`src/flash_gate_pkg.sv`:
```
/*
  Constants shared by the flash program/erase gate: register offsets,
  field positions, reset values and the array-select key.
  Assumes a byte-wide register port with small word offsets.
*/
package flash_gate_pkg;

  // ==========================================================
  // Register offsets on the plain register port
  // ==========================================================
  localparam logic [3:0] OFF_MODE_CONTROL = 4'h0;  // Mode control
  localparam logic [3:0] OFF_BLOCK_LOW = 4'h1;     // Block select, low
  localparam logic [3:0] OFF_BLOCK_HIGH = 4'h2;    // Block select, high
  localparam logic [3:0] OFF_ARRAY_SELECT = 4'h3;  // Array select
  localparam logic [3:0] OFF_STATUS = 4'h4;        // Switch status

  // ==========================================================
  // Mode control field positions
  // ==========================================================
  localparam int BIT_HW_GATE = 7;       // Pin mirror, read only
  localparam int BIT_SW_GATE = 6;       // Software enable
  localparam int BIT_ERASE_SETUP = 5;
  localparam int BIT_PROGRAM_SETUP = 4;
  localparam int BIT_ERASE_VERIFY = 3;
  localparam int BIT_PROGRAM_VERIFY = 2;
  localparam int BIT_ERASE_GO = 1;
  localparam int BIT_PROGRAM_GO = 0;

  // ==========================================================
  // Reset values
  // ==========================================================
  localparam logic [7:0] MODE_RESET_PIN_HIGH = 8'h80;
  localparam logic [7:0] MODE_RESET_PIN_LOW = 8'h00;
  localparam logic [7:0] ZERO_BYTE = 8'h00;
  localparam logic [3:0] BLOCK_HIGH_MASK = 4'hf;  // Four valid bits

  // ==========================================================
  // Array switching
  // ==========================================================
  localparam logic [7:0] ARRAY_SWITCH_KEY = 8'haa;  // Arbitrary key value
  localparam logic [3:0] SWITCH_SETTLE_CYCLES = 4'h8;  // Settle time; busy lasts one cycle more

  // Switch sequencer states, Gray along idle -> settle -> done
  typedef enum logic [1:0] {
    SW_IDLE = 2'b00,
    SW_SETTLE = 2'b01,
    SW_DONE = 2'b11
  } switch_state_t;

endpackage

```
`src/array_switch.sv`:
```
/*
  Array switchover sequencer: toggles the mapped array on a start pulse
  and holds busy for a fixed settle time.
  Assumes one clock domain and a synchronous active-high reset.
*/
`timescale 1ns/1ns
`default_nettype none
module array_switch (
  input wire logic clock_i,
  input wire logic reset_i,
  input wire logic start_i,   // One-cycle switch request
  output logic boot_mapped_o, // 1: boot array mapped in
  output logic busy_o         // Switch in progress
);
  import flash_gate_pkg::*;

  // ==========================================================
  // State
  // ==========================================================
  switch_state_t state;       // Sequencer state
  switch_state_t next_state;
  logic [3:0] count;          // Settle counter
  logic [3:0] next_count;
  logic boot_mapped;          // Current mapping
  logic next_boot_mapped;

  // Next-state logic; requests during a switch are dropped
  always_comb begin
    next_state = state;
    next_count = count;
    next_boot_mapped = boot_mapped;
    case (state)
      SW_IDLE: begin
        if (start_i) begin
          next_boot_mapped = ~boot_mapped;
          next_count = SWITCH_SETTLE_CYCLES;
          next_state = SW_SETTLE;
        end
      end
      SW_SETTLE: begin
        // Arrays unstable until the count runs out
        next_count = count - 4'h1;
        if (count == 4'h1) begin
          next_state = SW_DONE;
        end
      end
      SW_DONE: begin
        next_state = SW_IDLE;
      end
      default: begin
        next_state = SW_IDLE;
      end
    endcase
  end

  // Registers; the block boots with the boot array mapped
  always_ff @(posedge clock_i) begin
    if (reset_i) begin
      state <= SW_IDLE;
      count <= 4'h0;
      boot_mapped <= 1'b1;
    end else begin
      state <= next_state;
      count <= next_count;
      boot_mapped <= next_boot_mapped;
    end
  end

  assign boot_mapped_o = boot_mapped;
  assign busy_o = (state != SW_IDLE);
endmodule
`default_nettype wire

```
`src/flash_program_erase_gate.sv`:
```
/*
  Flash program/erase gate: mode control register with hardware and
  software write protection, block select registers, and array
  switching for user boot mode.
  Assumes a synchronous byte-wide register port and a pin level that is
  already synchronous to clock_i.
*/
//
// Overview of operation
// RL1: Software enable writable only while pin high
// RL2: Setup and verify bits need both enables
// RL3: Erase go needs enables and erase setup
// RL4: Program go needs enables and program setup
// RL5: Bit 7 reads the write-enable pin
// RL6: Software sets enable before other control bits
// RL7: With enable set, reads only in verify
// RL8: User boot maps boot array, hides user
// RL9: Software runs outside flash, switches back
// RL10: Only the key value triggers array switch
// RL11: No array access until switch completes
// RL12: Reset and standby give 80 or 00
// RL13: Software follows setup then go order
// RL14: Flash disabled reads zero, ignores writes; code zeroes mode control reads only and still takes key writes
// RL15: Blocked bits hold, others still update
//
`timescale 1ns/1ns
`default_nettype none
module flash_program_erase_gate (
  input wire logic clock_i,
  input wire logic reset_i,
  input wire logic standby_i,            // Either standby mode, held
  input wire logic hw_program_gate_i,    // Write-enable pin level
  input wire logic flash_enabled_i,      // On-chip flash in use
  input wire logic user_boot_mode_i,     // Running in user boot mode
  input wire logic [3:0] addr_i,
  input wire logic [7:0] wdata_i,
  input wire logic write_i,
  input wire logic read_i,
  input wire logic flash_read_req_i,     // CPU read of flash space
  output logic [7:0] rdata_o,
  output logic flash_read_allow_o,       // Array read permitted
  output logic boot_array_mapped_o,      // Boot array visible
  output logic switch_busy_o,            // Arrays unstable
  output logic sw_program_gate_o,
  output logic erase_setup_o,
  output logic program_setup_o,
  output logic erase_verify_o,
  output logic program_verify_o,
  output logic erase_go_o,
  output logic program_go_o,
  output logic [7:0] block_select_low_o,
  output logic [3:0] block_select_high_o
);
  import flash_gate_pkg::*;

  // ==========================================================
  // Helpers
  // ==========================================================
  // Take a new bit value only when its gate is open
  function automatic logic gated(input logic allow, input logic old_v,
                                 input logic new_v);
    gated = allow ? new_v : old_v;
  endfunction

  // ==========================================================
  // Register state
  // ==========================================================
  logic [6:0] mode;             // Bits 6..0 of mode control
  logic [6:0] next_mode;
  logic [7:0] block_low;        // Block select low
  logic [7:0] next_block_low;
  logic [3:0] block_high;       // Block select high
  logic [3:0] next_block_high;
  logic [7:0] rdata;            // Registered read data
  logic [7:0] next_rdata;
  logic switch_start;           // Key write pulse
  logic boot_mapped;
  logic busy;

  logic [7:0] mode_view;        // Full register as software sees it
  logic wr_mode;
  logic sw_en;
  logic hw_en;

  assign hw_en = hw_program_gate_i;
  assign sw_en = mode[BIT_SW_GATE];
  assign wr_mode = write_i && flash_enabled_i && (addr_i == OFF_MODE_CONTROL);  // see RL14

  // Bit 7 mirrors the pin live; disabled flash reads zero
  always_comb begin
    mode_view = {hw_en, mode};  // see RL5
    if (!flash_enabled_i) begin
      mode_view = ZERO_BYTE;  // see RL14
    end
  end

  // ==========================================================
  // Mode control next values
  // ==========================================================
  // Each bit checks its own gate against the current state,
  // so a blocked bit holds while permitted ones update.
  always_comb begin
    next_mode = mode;
    if (wr_mode) begin
      // Software enable needs the pin
      next_mode[BIT_SW_GATE] = gated(hw_en, mode[BIT_SW_GATE], wdata_i[BIT_SW_GATE]);  // see RL1 see RL15
      // Setup and verify need both enables
      next_mode[BIT_ERASE_SETUP] = gated(hw_en && sw_en, mode[BIT_ERASE_SETUP],
                                         wdata_i[BIT_ERASE_SETUP]);  // see RL2
      next_mode[BIT_PROGRAM_SETUP] = gated(hw_en && sw_en, mode[BIT_PROGRAM_SETUP],
                                           wdata_i[BIT_PROGRAM_SETUP]);  // see RL2
      next_mode[BIT_ERASE_VERIFY] = gated(hw_en && sw_en, mode[BIT_ERASE_VERIFY],
                                          wdata_i[BIT_ERASE_VERIFY]);  // see RL2
      next_mode[BIT_PROGRAM_VERIFY] = gated(hw_en && sw_en, mode[BIT_PROGRAM_VERIFY],
                                            wdata_i[BIT_PROGRAM_VERIFY]);  // see RL2
      // Go bits also need their setup bit already set
      next_mode[BIT_ERASE_GO] = gated(hw_en && sw_en && mode[BIT_ERASE_SETUP],
                                      mode[BIT_ERASE_GO], wdata_i[BIT_ERASE_GO]);  // see RL3
      next_mode[BIT_PROGRAM_GO] = gated(hw_en && sw_en && mode[BIT_PROGRAM_SETUP],
                                        mode[BIT_PROGRAM_GO], wdata_i[BIT_PROGRAM_GO]);  // see RL4
    end
  end

  // ==========================================================
  // Block select next values
  // ==========================================================
  // Block selects follow the same software enable as the setup bits
  always_comb begin
    next_block_low = block_low;
    next_block_high = block_high;
    if (write_i && flash_enabled_i && hw_en && sw_en) begin
      if (addr_i == OFF_BLOCK_LOW) begin
        next_block_low = wdata_i;
      end
      if (addr_i == OFF_BLOCK_HIGH) begin
        next_block_high = wdata_i[3:0] & BLOCK_HIGH_MASK;
      end
    end
  end

  // Only the exact key starts a switch, and only while idle
  assign switch_start = write_i && (addr_i == OFF_ARRAY_SELECT)
                        && (wdata_i == ARRAY_SWITCH_KEY) && !busy;  // see RL10

  // ==========================================================
  // Read mux
  // ==========================================================
  // Unmapped offsets read zero
  always_comb begin
    next_rdata = ZERO_BYTE;
    if (read_i) begin
      case (addr_i)
        OFF_MODE_CONTROL: begin
          next_rdata = mode_view;
        end
        OFF_BLOCK_LOW: begin
          next_rdata = block_low;
        end
        OFF_BLOCK_HIGH: begin
          next_rdata = {4'h0, block_high};
        end
        OFF_ARRAY_SELECT: begin
          next_rdata = {7'h00, boot_mapped};
        end
        OFF_STATUS: begin
          next_rdata = {6'h00, busy, boot_mapped};
        end
        default: begin
          next_rdata = ZERO_BYTE;
        end
      endcase
    end
  end

  // ==========================================================
  // Registers
  // ==========================================================
  // Standby clears like reset; bit 7 is the pin so 80/00 follows
  always_ff @(posedge clock_i) begin
    if (reset_i || standby_i) begin
      mode <= 7'h00;  // see RL12
      block_low <= ZERO_BYTE;
      block_high <= 4'h0;
      rdata <= ZERO_BYTE;
    end else begin
      mode <= next_mode;
      block_low <= next_block_low;
      block_high <= next_block_high;
      rdata <= next_rdata;
    end
  end

  // ==========================================================
  // Array switch sequencer
  // ==========================================================
  array_switch i_array_switch (
    .clock_i(clock_i),
    .reset_i(reset_i),
    .start_i(switch_start),
    .boot_mapped_o(boot_mapped),
    .busy_o(busy)
  );

  // ==========================================================
  // Flash read gating
  // ==========================================================
  // Enable set: verify modes only; blocked during a switch as well
  assign flash_read_allow_o = flash_read_req_i && flash_enabled_i && !busy
                              && (!sw_en || mode[BIT_ERASE_VERIFY]
                                  || mode[BIT_PROGRAM_VERIFY]);  // see RL7
  // Boot array visible in user boot mode unless switched away
  assign boot_array_mapped_o = user_boot_mode_i && boot_mapped;  // see RL8
  assign switch_busy_o = busy;

  assign rdata_o = rdata;
  assign sw_program_gate_o = mode[BIT_SW_GATE];
  assign erase_setup_o = mode[BIT_ERASE_SETUP];
  assign program_setup_o = mode[BIT_PROGRAM_SETUP];
  assign erase_verify_o = mode[BIT_ERASE_VERIFY];
  assign program_verify_o = mode[BIT_PROGRAM_VERIFY];
  assign erase_go_o = mode[BIT_ERASE_GO];
  assign program_go_o = mode[BIT_PROGRAM_GO];
  assign block_select_low_o = block_low;
  assign block_select_high_o = block_high;
endmodule
`default_nettype wire

```
`config.mk`:
```
export PLATFORM = sky130hd
export DESIGN_NAME = flash_program_erase_gate
export DESIGN_NICKNAME = d
export VERILOG_FILES = /design/src/flash_gate_pkg.sv /design/src/array_switch.sv /design/src/flash_program_erase_gate.sv
export SDC_FILE = /design/constraint.sdc
export NUM_CORES = 1
export LEC_CHECK = 0
export BUFFER_PORTS_ARGS = -buffer_cell sky130_fd_sc_hd__buf_2
export CAP_MARGIN = 20
export CORE_MARGIN = 1
export CORE_UTILIZATION = 35
export DETAILED_ROUTE_END_ITERATION = 8
export GPL_TIMING_DRIVEN = 0
export SLEW_MARGIN = 20
export SYNTH_ARGS = -nofsm -noshare
export SYNTH_HDL_FRONTEND = slang
export SYNTH_SLANG_ARGS = --single-unit
```
`constraint.sdc`:
```
create_clock -name clock_i -period 1.48 [get_ports clock_i]
set_input_delay 0.074 -clock clock_i [delete_from_list [all_inputs] [get_ports clock_i]]
set_output_delay 0.074 -clock clock_i [all_outputs]
set_load 0.1 [all_outputs]
```
==> out/results.ini, run 1 <==
[status]
run_status=finished, final reports clean

[detailed_routing]
vias=1344
route.detailed.vias_per_inst=4.923
drt_wl_cell_um=13.95
drc=0
drt_iter0_drc=82
drtAntennaViolNets=0
route.final.wire_length_um=3809
number_of_iterations_in_the_first_detailed_routing_pass=4

[sta]
final_max_slew_viols=0
grt_setup_unrepaired=no
clock_skew_ps=2.762
fmaxAchievable_mhz=705.6
finalHoldViolCount=0
finalCritPeriodShare=0.9576
period_needed_ps=1417
worst_slew_margin_rel=0.6648
worst-slew-pin-transition_ps=502.8
final_setup_violation_count=0
fin_hold_ws_ps=23.18

[final_layout]
stdcell_area_mm2=0.001962
postLayoutCoreUtil=0.4801
layout_commonest_cell=buf_2
finish.cell_count_without_fillers=273
diodes=0
layout.nets=245
syn2layout_area_growth_pct=28.63
drive_gt1_frac=0.3184
layout_common_cells=48 x buf_2, 32 x nor2_1, 29 x dfxtp_1, 17 x mux2i_1, 10 x nand3_1

[cts]
numClockSinks=34
post_cts.repair.setup_buffers=0
clock_insertion_delay_worst_skew_ps=280
clkSlewWorstSetupHoldPaths_ps=70
cts-root-to-sink-buffers=2
cts_tree=yes
ctsRootBufferMaster=clkbuf_8
tritoncts.num_buffers=5
cts-hold-fix-buffers=0
cts_max_level=2

[power_and_ir_drop]
ir_drop_mv=0.5854
p_leak_nw=0.8237
cellPowerDensity_mw_per_mm2=884.4

[global_route]
grt_overflow=0
number_of_antenna_violations_at_the_first_check_in_global_routing=0
grt_max_degree=11
grt_first_pass_wirelength_um=6113
grt_pass1_vias=1212
globalRouteTotalUtil=0.1844

[die]
placement_rows=23
die_outline_area_mm2=0.004626
floorplan.die.width_um=68.02
dieHeight_um=68.02
pin_count=51
core_region_area_mm2=0.004086
floorplan.initialDensity=0.3732

[place]
placed_cell_area_mm2=0.001853
place.port_buffers=48
placedCellCount=265
hpwl_um=2896
finalWeightedCongestion=0.7877

[worst_hold_path]
min-delay-path-class=primary input to flop

[setup_path]
worstPathArrival_ps=1340
critPathKind=flop to primary output
cpMaxStageDelayCell=dfxtp_1
timing.critical_path.required_ps=1410
start_kind=flop
cp.buffers_inverters=2
max_stage_delay_ps=480
cpLargestDelayFamily=buffers and inverters
endpoint_kind=primary output
timing.critical_path.fanout_max=6
cp_cell_sequence=nor2_4, inv_1, buf_2

[synthesis]
async_flop_share=0
yosysWarnings=0
ys_seq_elements=34
synth_edf_count=0
ys.flop_type=dfxtp_1
synthesis.nets=190
syn-mean-instance-area_um2=9.133
synthCells=167
synth.yosys.seq_area_share=0.4463
synth_area_mm2=0.001525
synth.distinct_cells=35

[job]
drv_cap=0

## worst reg2reg max path, stage by stage, from the launching register on
cell and delay (ps):
dfxtp_4 380, and4_4 250, and2_1 150, buf_6 160, mux2i_1 190, nor2_1 50
## cell type report
class / count / area (µm²)
Buffer: 7 / 50.05
Clock buffer: 7 / 86.33
Clock inverter: 1 / 5.005
Fill cell: 418 / 2125
Inverter: 7 / 26.28
Multi-Input combinational cell: 119 / 792.0
Sequential cell: 34 / 689.4
Tap cell: 50 / 62.56
Timing Repair Buffer: 48 / 250.2
## kinds of logic (layout without fill, tap and decap cells)
logic type | after synthesis | in the layout | synth area share
DFF | 34 | 34 | 0.4463
and+or+nand+nor | 72 | 72 | 0.2510
buffers and inverters | 14 | 70 | 0.04841
adders and majority gates | 2 | 2 | 0.01640
muxes | 18 | 18 | 0.1189
AOI/OAI and AO/OA | 27 | 27 | 0.1190
## synth_stat cells, drive strengths merged (4+ instances only)
library cell  number  share of area
dfxtp             34           0.45
nor2              33          0.081
mux2i             17           0.11
nand3             10          0.033
a22oi              9          0.044
a21oi              7          0.023
inv                7          0.017
buf                5          0.026
nand2              5          0.012
and2               4          0.016
## sequential cells by signal, indices dropped and copies added (netlist names)
| name | count |
|---|---|
| block_select_low_o | 8 |
| i_array_switch.count | 4 |
| block_select_high_o | 4 |
| i_array_switch.boot_mapped_o | 1 |
| i_array_switch.state | 2 |
| rdata_o | 8 |
| mode | 7 |
## metal layers
metal / wire length, µm / up-vias / GRT usage / part of all wire
li1: - / 698 / - / -
met1: 1929 / 610 / 0.2682 / 0.51
met2: 1652 / 32 / 0.2500 / 0.43
met3: 186 / 4 / 0.06000 / 0.049
met4: 41 / 0 / 0.06250 / 0.011
met5: 0 / - / 0 / 0
## worst paths after layout
| path | from | endpoint | slack [ps] | cells after the start |
|---|---|---|---|---|
| min | reset_i | i_array_switch.count[1] | 20 | 2 |
| min reg2reg | mode[1] | mode[1] | 490 | 2 |
| max reg2reg | mode[6] | block_select_low_o[0] | 170 | 5 |
| max | i_array_switch.state[1] | switch_busy_o | 60 | 3 |
## metrics by stage
| step | setup slack (ps) | total power, mW | setup TNS [ps] |
|---|---|---|---|
| after floorplan | -15.11 | 1.004 | -25.97 |
| after global placement | 49.08 | 1.061 | 0 |
| after detailed placement | 79.43 | 1.061 | 0 |
| after CTS | 14.86 | 1.758 | 0 |
| after global routing | 11.80 | 1.812 | 0 |
| final | 62.81 | 1.735 | 0 |
## repair_timing
action | in CTS | in global routing
endpoints found under the setup margin | 1 | 1
endpoints found under the hold margin | 0 | 0
gates resized for setup | 3 | 2
## report_power, final
part	internal [mW]	total (mW)	switching, mW
Sequential	0.913	0.913	0.000156
Clock	0.375	0.691	0.316
Combinational	0.0449	0.131	0.0856
Total	1.33	1.74	0.402
Note: power is estimated with default switching activity, not from simulation.
==> inputs of run 2 (changes only) <==
- BUFFER_PORTS_ARGS: -buffer_cell sky130_fd_sc_hd__buf_2 -> default
- DONT_BUFFER_PORTS: default -> 1
- GPL_TIMING_DRIVEN: 0 -> 1
- REMOVE_ABC_BUFFERS: default -> 1
==> out/results.ini, run 2 (synthesis results as in run 1) <==
[status]
run_status=finished, final reports clean

[final_layout]
layout_common_cells=34 x dfxtp_1, 32 x nor2_1, 32 x buf_4, 17 x mux2i_1, 11 x dlygate4sd3_1
diodes=0
syn2layout_area_growth_pct=32.90
n_fill_cell=406
layout.nets=234
layout_commonest_cell=dfxtp_1
drive_gt1_frac=0.2170

[power_and_ir_drop]
ir_drop_mv=0.5330
cellPowerDensity_mw_per_mm2=896.4
p_leak_nw=0.7858

[cts]
numClockSinks=34
cts-root-to-sink-buffers=2
cts_tree=yes
tritoncts.num_buffers=5
clkSlewWorstSetupHoldPaths_ps=70
cts_max_level=2
ctsRootBufferMaster=clkbuf_8
clock_insertion_delay_worst_skew_ps=290

[sta]
fmaxAchievable_mhz=717.1
grt_setup_unrepaired=no
clock_skew_ps=7.957
fin_ws_ps=85.53
final_setup_violation_count=0
finalCritPeriodShare=0.9422
fin_hold_ws_ps=75.80
final_sum_of_negative_setup_slack_ps=0
worst-slew-pin-transition_ps=630.1
finalHoldViolCount=0
worst_slew_margin_rel=0.5799
period_needed_ps=1394
final_max_slew_viols=0

[setup_path]
cpMaxStageDelayCell=dfxtp_1
timing.critical_path.required_ps=1410
cp_cell_sequence=nor2_2, nand3_1, a21oi_2, buf_12
cpLargestDelayFamily=flip-flops
worst-r2r-setup-slack_ps=90
critPathKind=flop to primary output
max_stage_delay_ps=370
worstPathArrival_ps=1320
endpoint_kind=primary output
start_kind=flop
timing.critical_path.fanout_max=6
cp.buffers_inverters=1

[die]
dieHeight_um=68.02
floorplan.die.width_um=68.02
core_region_area_mm2=0.004086
die_outline_area_mm2=0.004626
floorplan.initialDensity=0.3732
placement_rows=23
pin_count=51

[detailed_routing]
drtAntennaViolNets=0
route.detailed.vias_per_inst=5.198
drc=0
drt_iter0_drc=114
route.final.wire_length_um=4067
drt_wl_cell_um=15.52
vias=1362
number_of_iterations_in_the_first_detailed_routing_pass=4

[place]
hpwl_um=2991
finalWeightedCongestion=0.8664
placement.setup.worst_slack_ps=130.4
place.port_buffers=0

[global_route]
use_met3=0.05333
grt_pass1_vias=1266
number_of_antenna_violations_at_the_first_check_in_global_routing=0
globalRouteMet2Util=0.2794
grt_max_degree=20
grt_overflow=0
grt_first_pass_wirelength_um=6106
global_route.peak_usage_layer=met2
globalRouteTotalUtil=0.1826
grt.met1_usage=0.2366

[worst_hold_path]
min-delay-path-class=primary input to flop

[job]
drv_cap=0

run 2: cell count changes in the layout (fill, tap and decap cells not counted), moves of 2 or more:
cell | before | now
dfxtp_2 | 4 | 0
dfxtp_1 | 29 | 34
clkbuf_8 | 6 | 8
buf_6 | 2 | 0
buf_2 | 48 | 0
clkbuf_1 | 3 | 0
buf_4 | 2 | 32
dlygate4sd3_1 | 0 | 11
run 2: what timing repair did:
| item | 4_1_cts | 5_1_grt |
|---|---|---|
| endpoints found under the hold margin | 25 | 0 |
| hold buffers | 11 | 0 |
| endpoints found under the setup margin | 0 | 1 |
| buffers inserted | 0 | 0 |
| gates resized for setup | 0 | 1 |
run 2: path summary, 6_finish.rpt:
check                          startpoint                 end  depth (start not counted)
setup reg to reg                  mode[6]             mode[4]                          4
hold reg to reg                   mode[1]             mode[1]                          2
setup / recovery  i_array_switch.state[1]  flash_read_allow_o                          4
hold / removal                  addr_i[2]             mode[0]                          4
run 2: stage by stage:
stage | std cells | power [mW] | util | instance area [µm²]
3_3_place_gp | 243 | 1.012 | 0.4415 | 1804
5_1_grt | 262 | 1.874 | 0.4960 | 2027
3_5_place_dp | 243 | 1.012 | 0.4415 | 1804
2_1_floorplan | 160 | 0.9934 | - | 1478
4_1_cts | 262 | 1.829 | 0.4954 | 2024
6_report | 262 | 1.817 | 0.4960 | 2027
run 2: layout make-up:
type                    instances  area [µm²]  area share
multi-input cells             119       777.0      0.3833
flip-flops and latches         34       680.7      0.3358
repair buffers                 44       370.4      0.1827
clock buffers                   8       110.1     0.05432
well taps                      50       62.56     0.03086
inverters                       7       26.28     0.01296
run 2: power by group:
part           switching, mW  leakage (nW)  internal, mW  total (mW)
combinational         0.0619         0.455        0.0459       0.108
clock                  0.325        0.0575         0.469       0.794
sequential          0.000111         0.274         0.915       0.915
run 2: worst min-delay path: stages:
cell and delay [ps]:
nor4_2 30, nand3_1 70, nand2_1 50, a21oi_1 100
run 2: per-layer routing:
metal / up-vias / wire length [µm] / part of all wire
met5: - / 0 / 0
met4: 0 / 66 / 0.016
met3: 6 / 284 / 0.070
met2: 48 / 1950 / 0.48
met1: 629 / 1765 / 0.43
li1: 679 / - / -
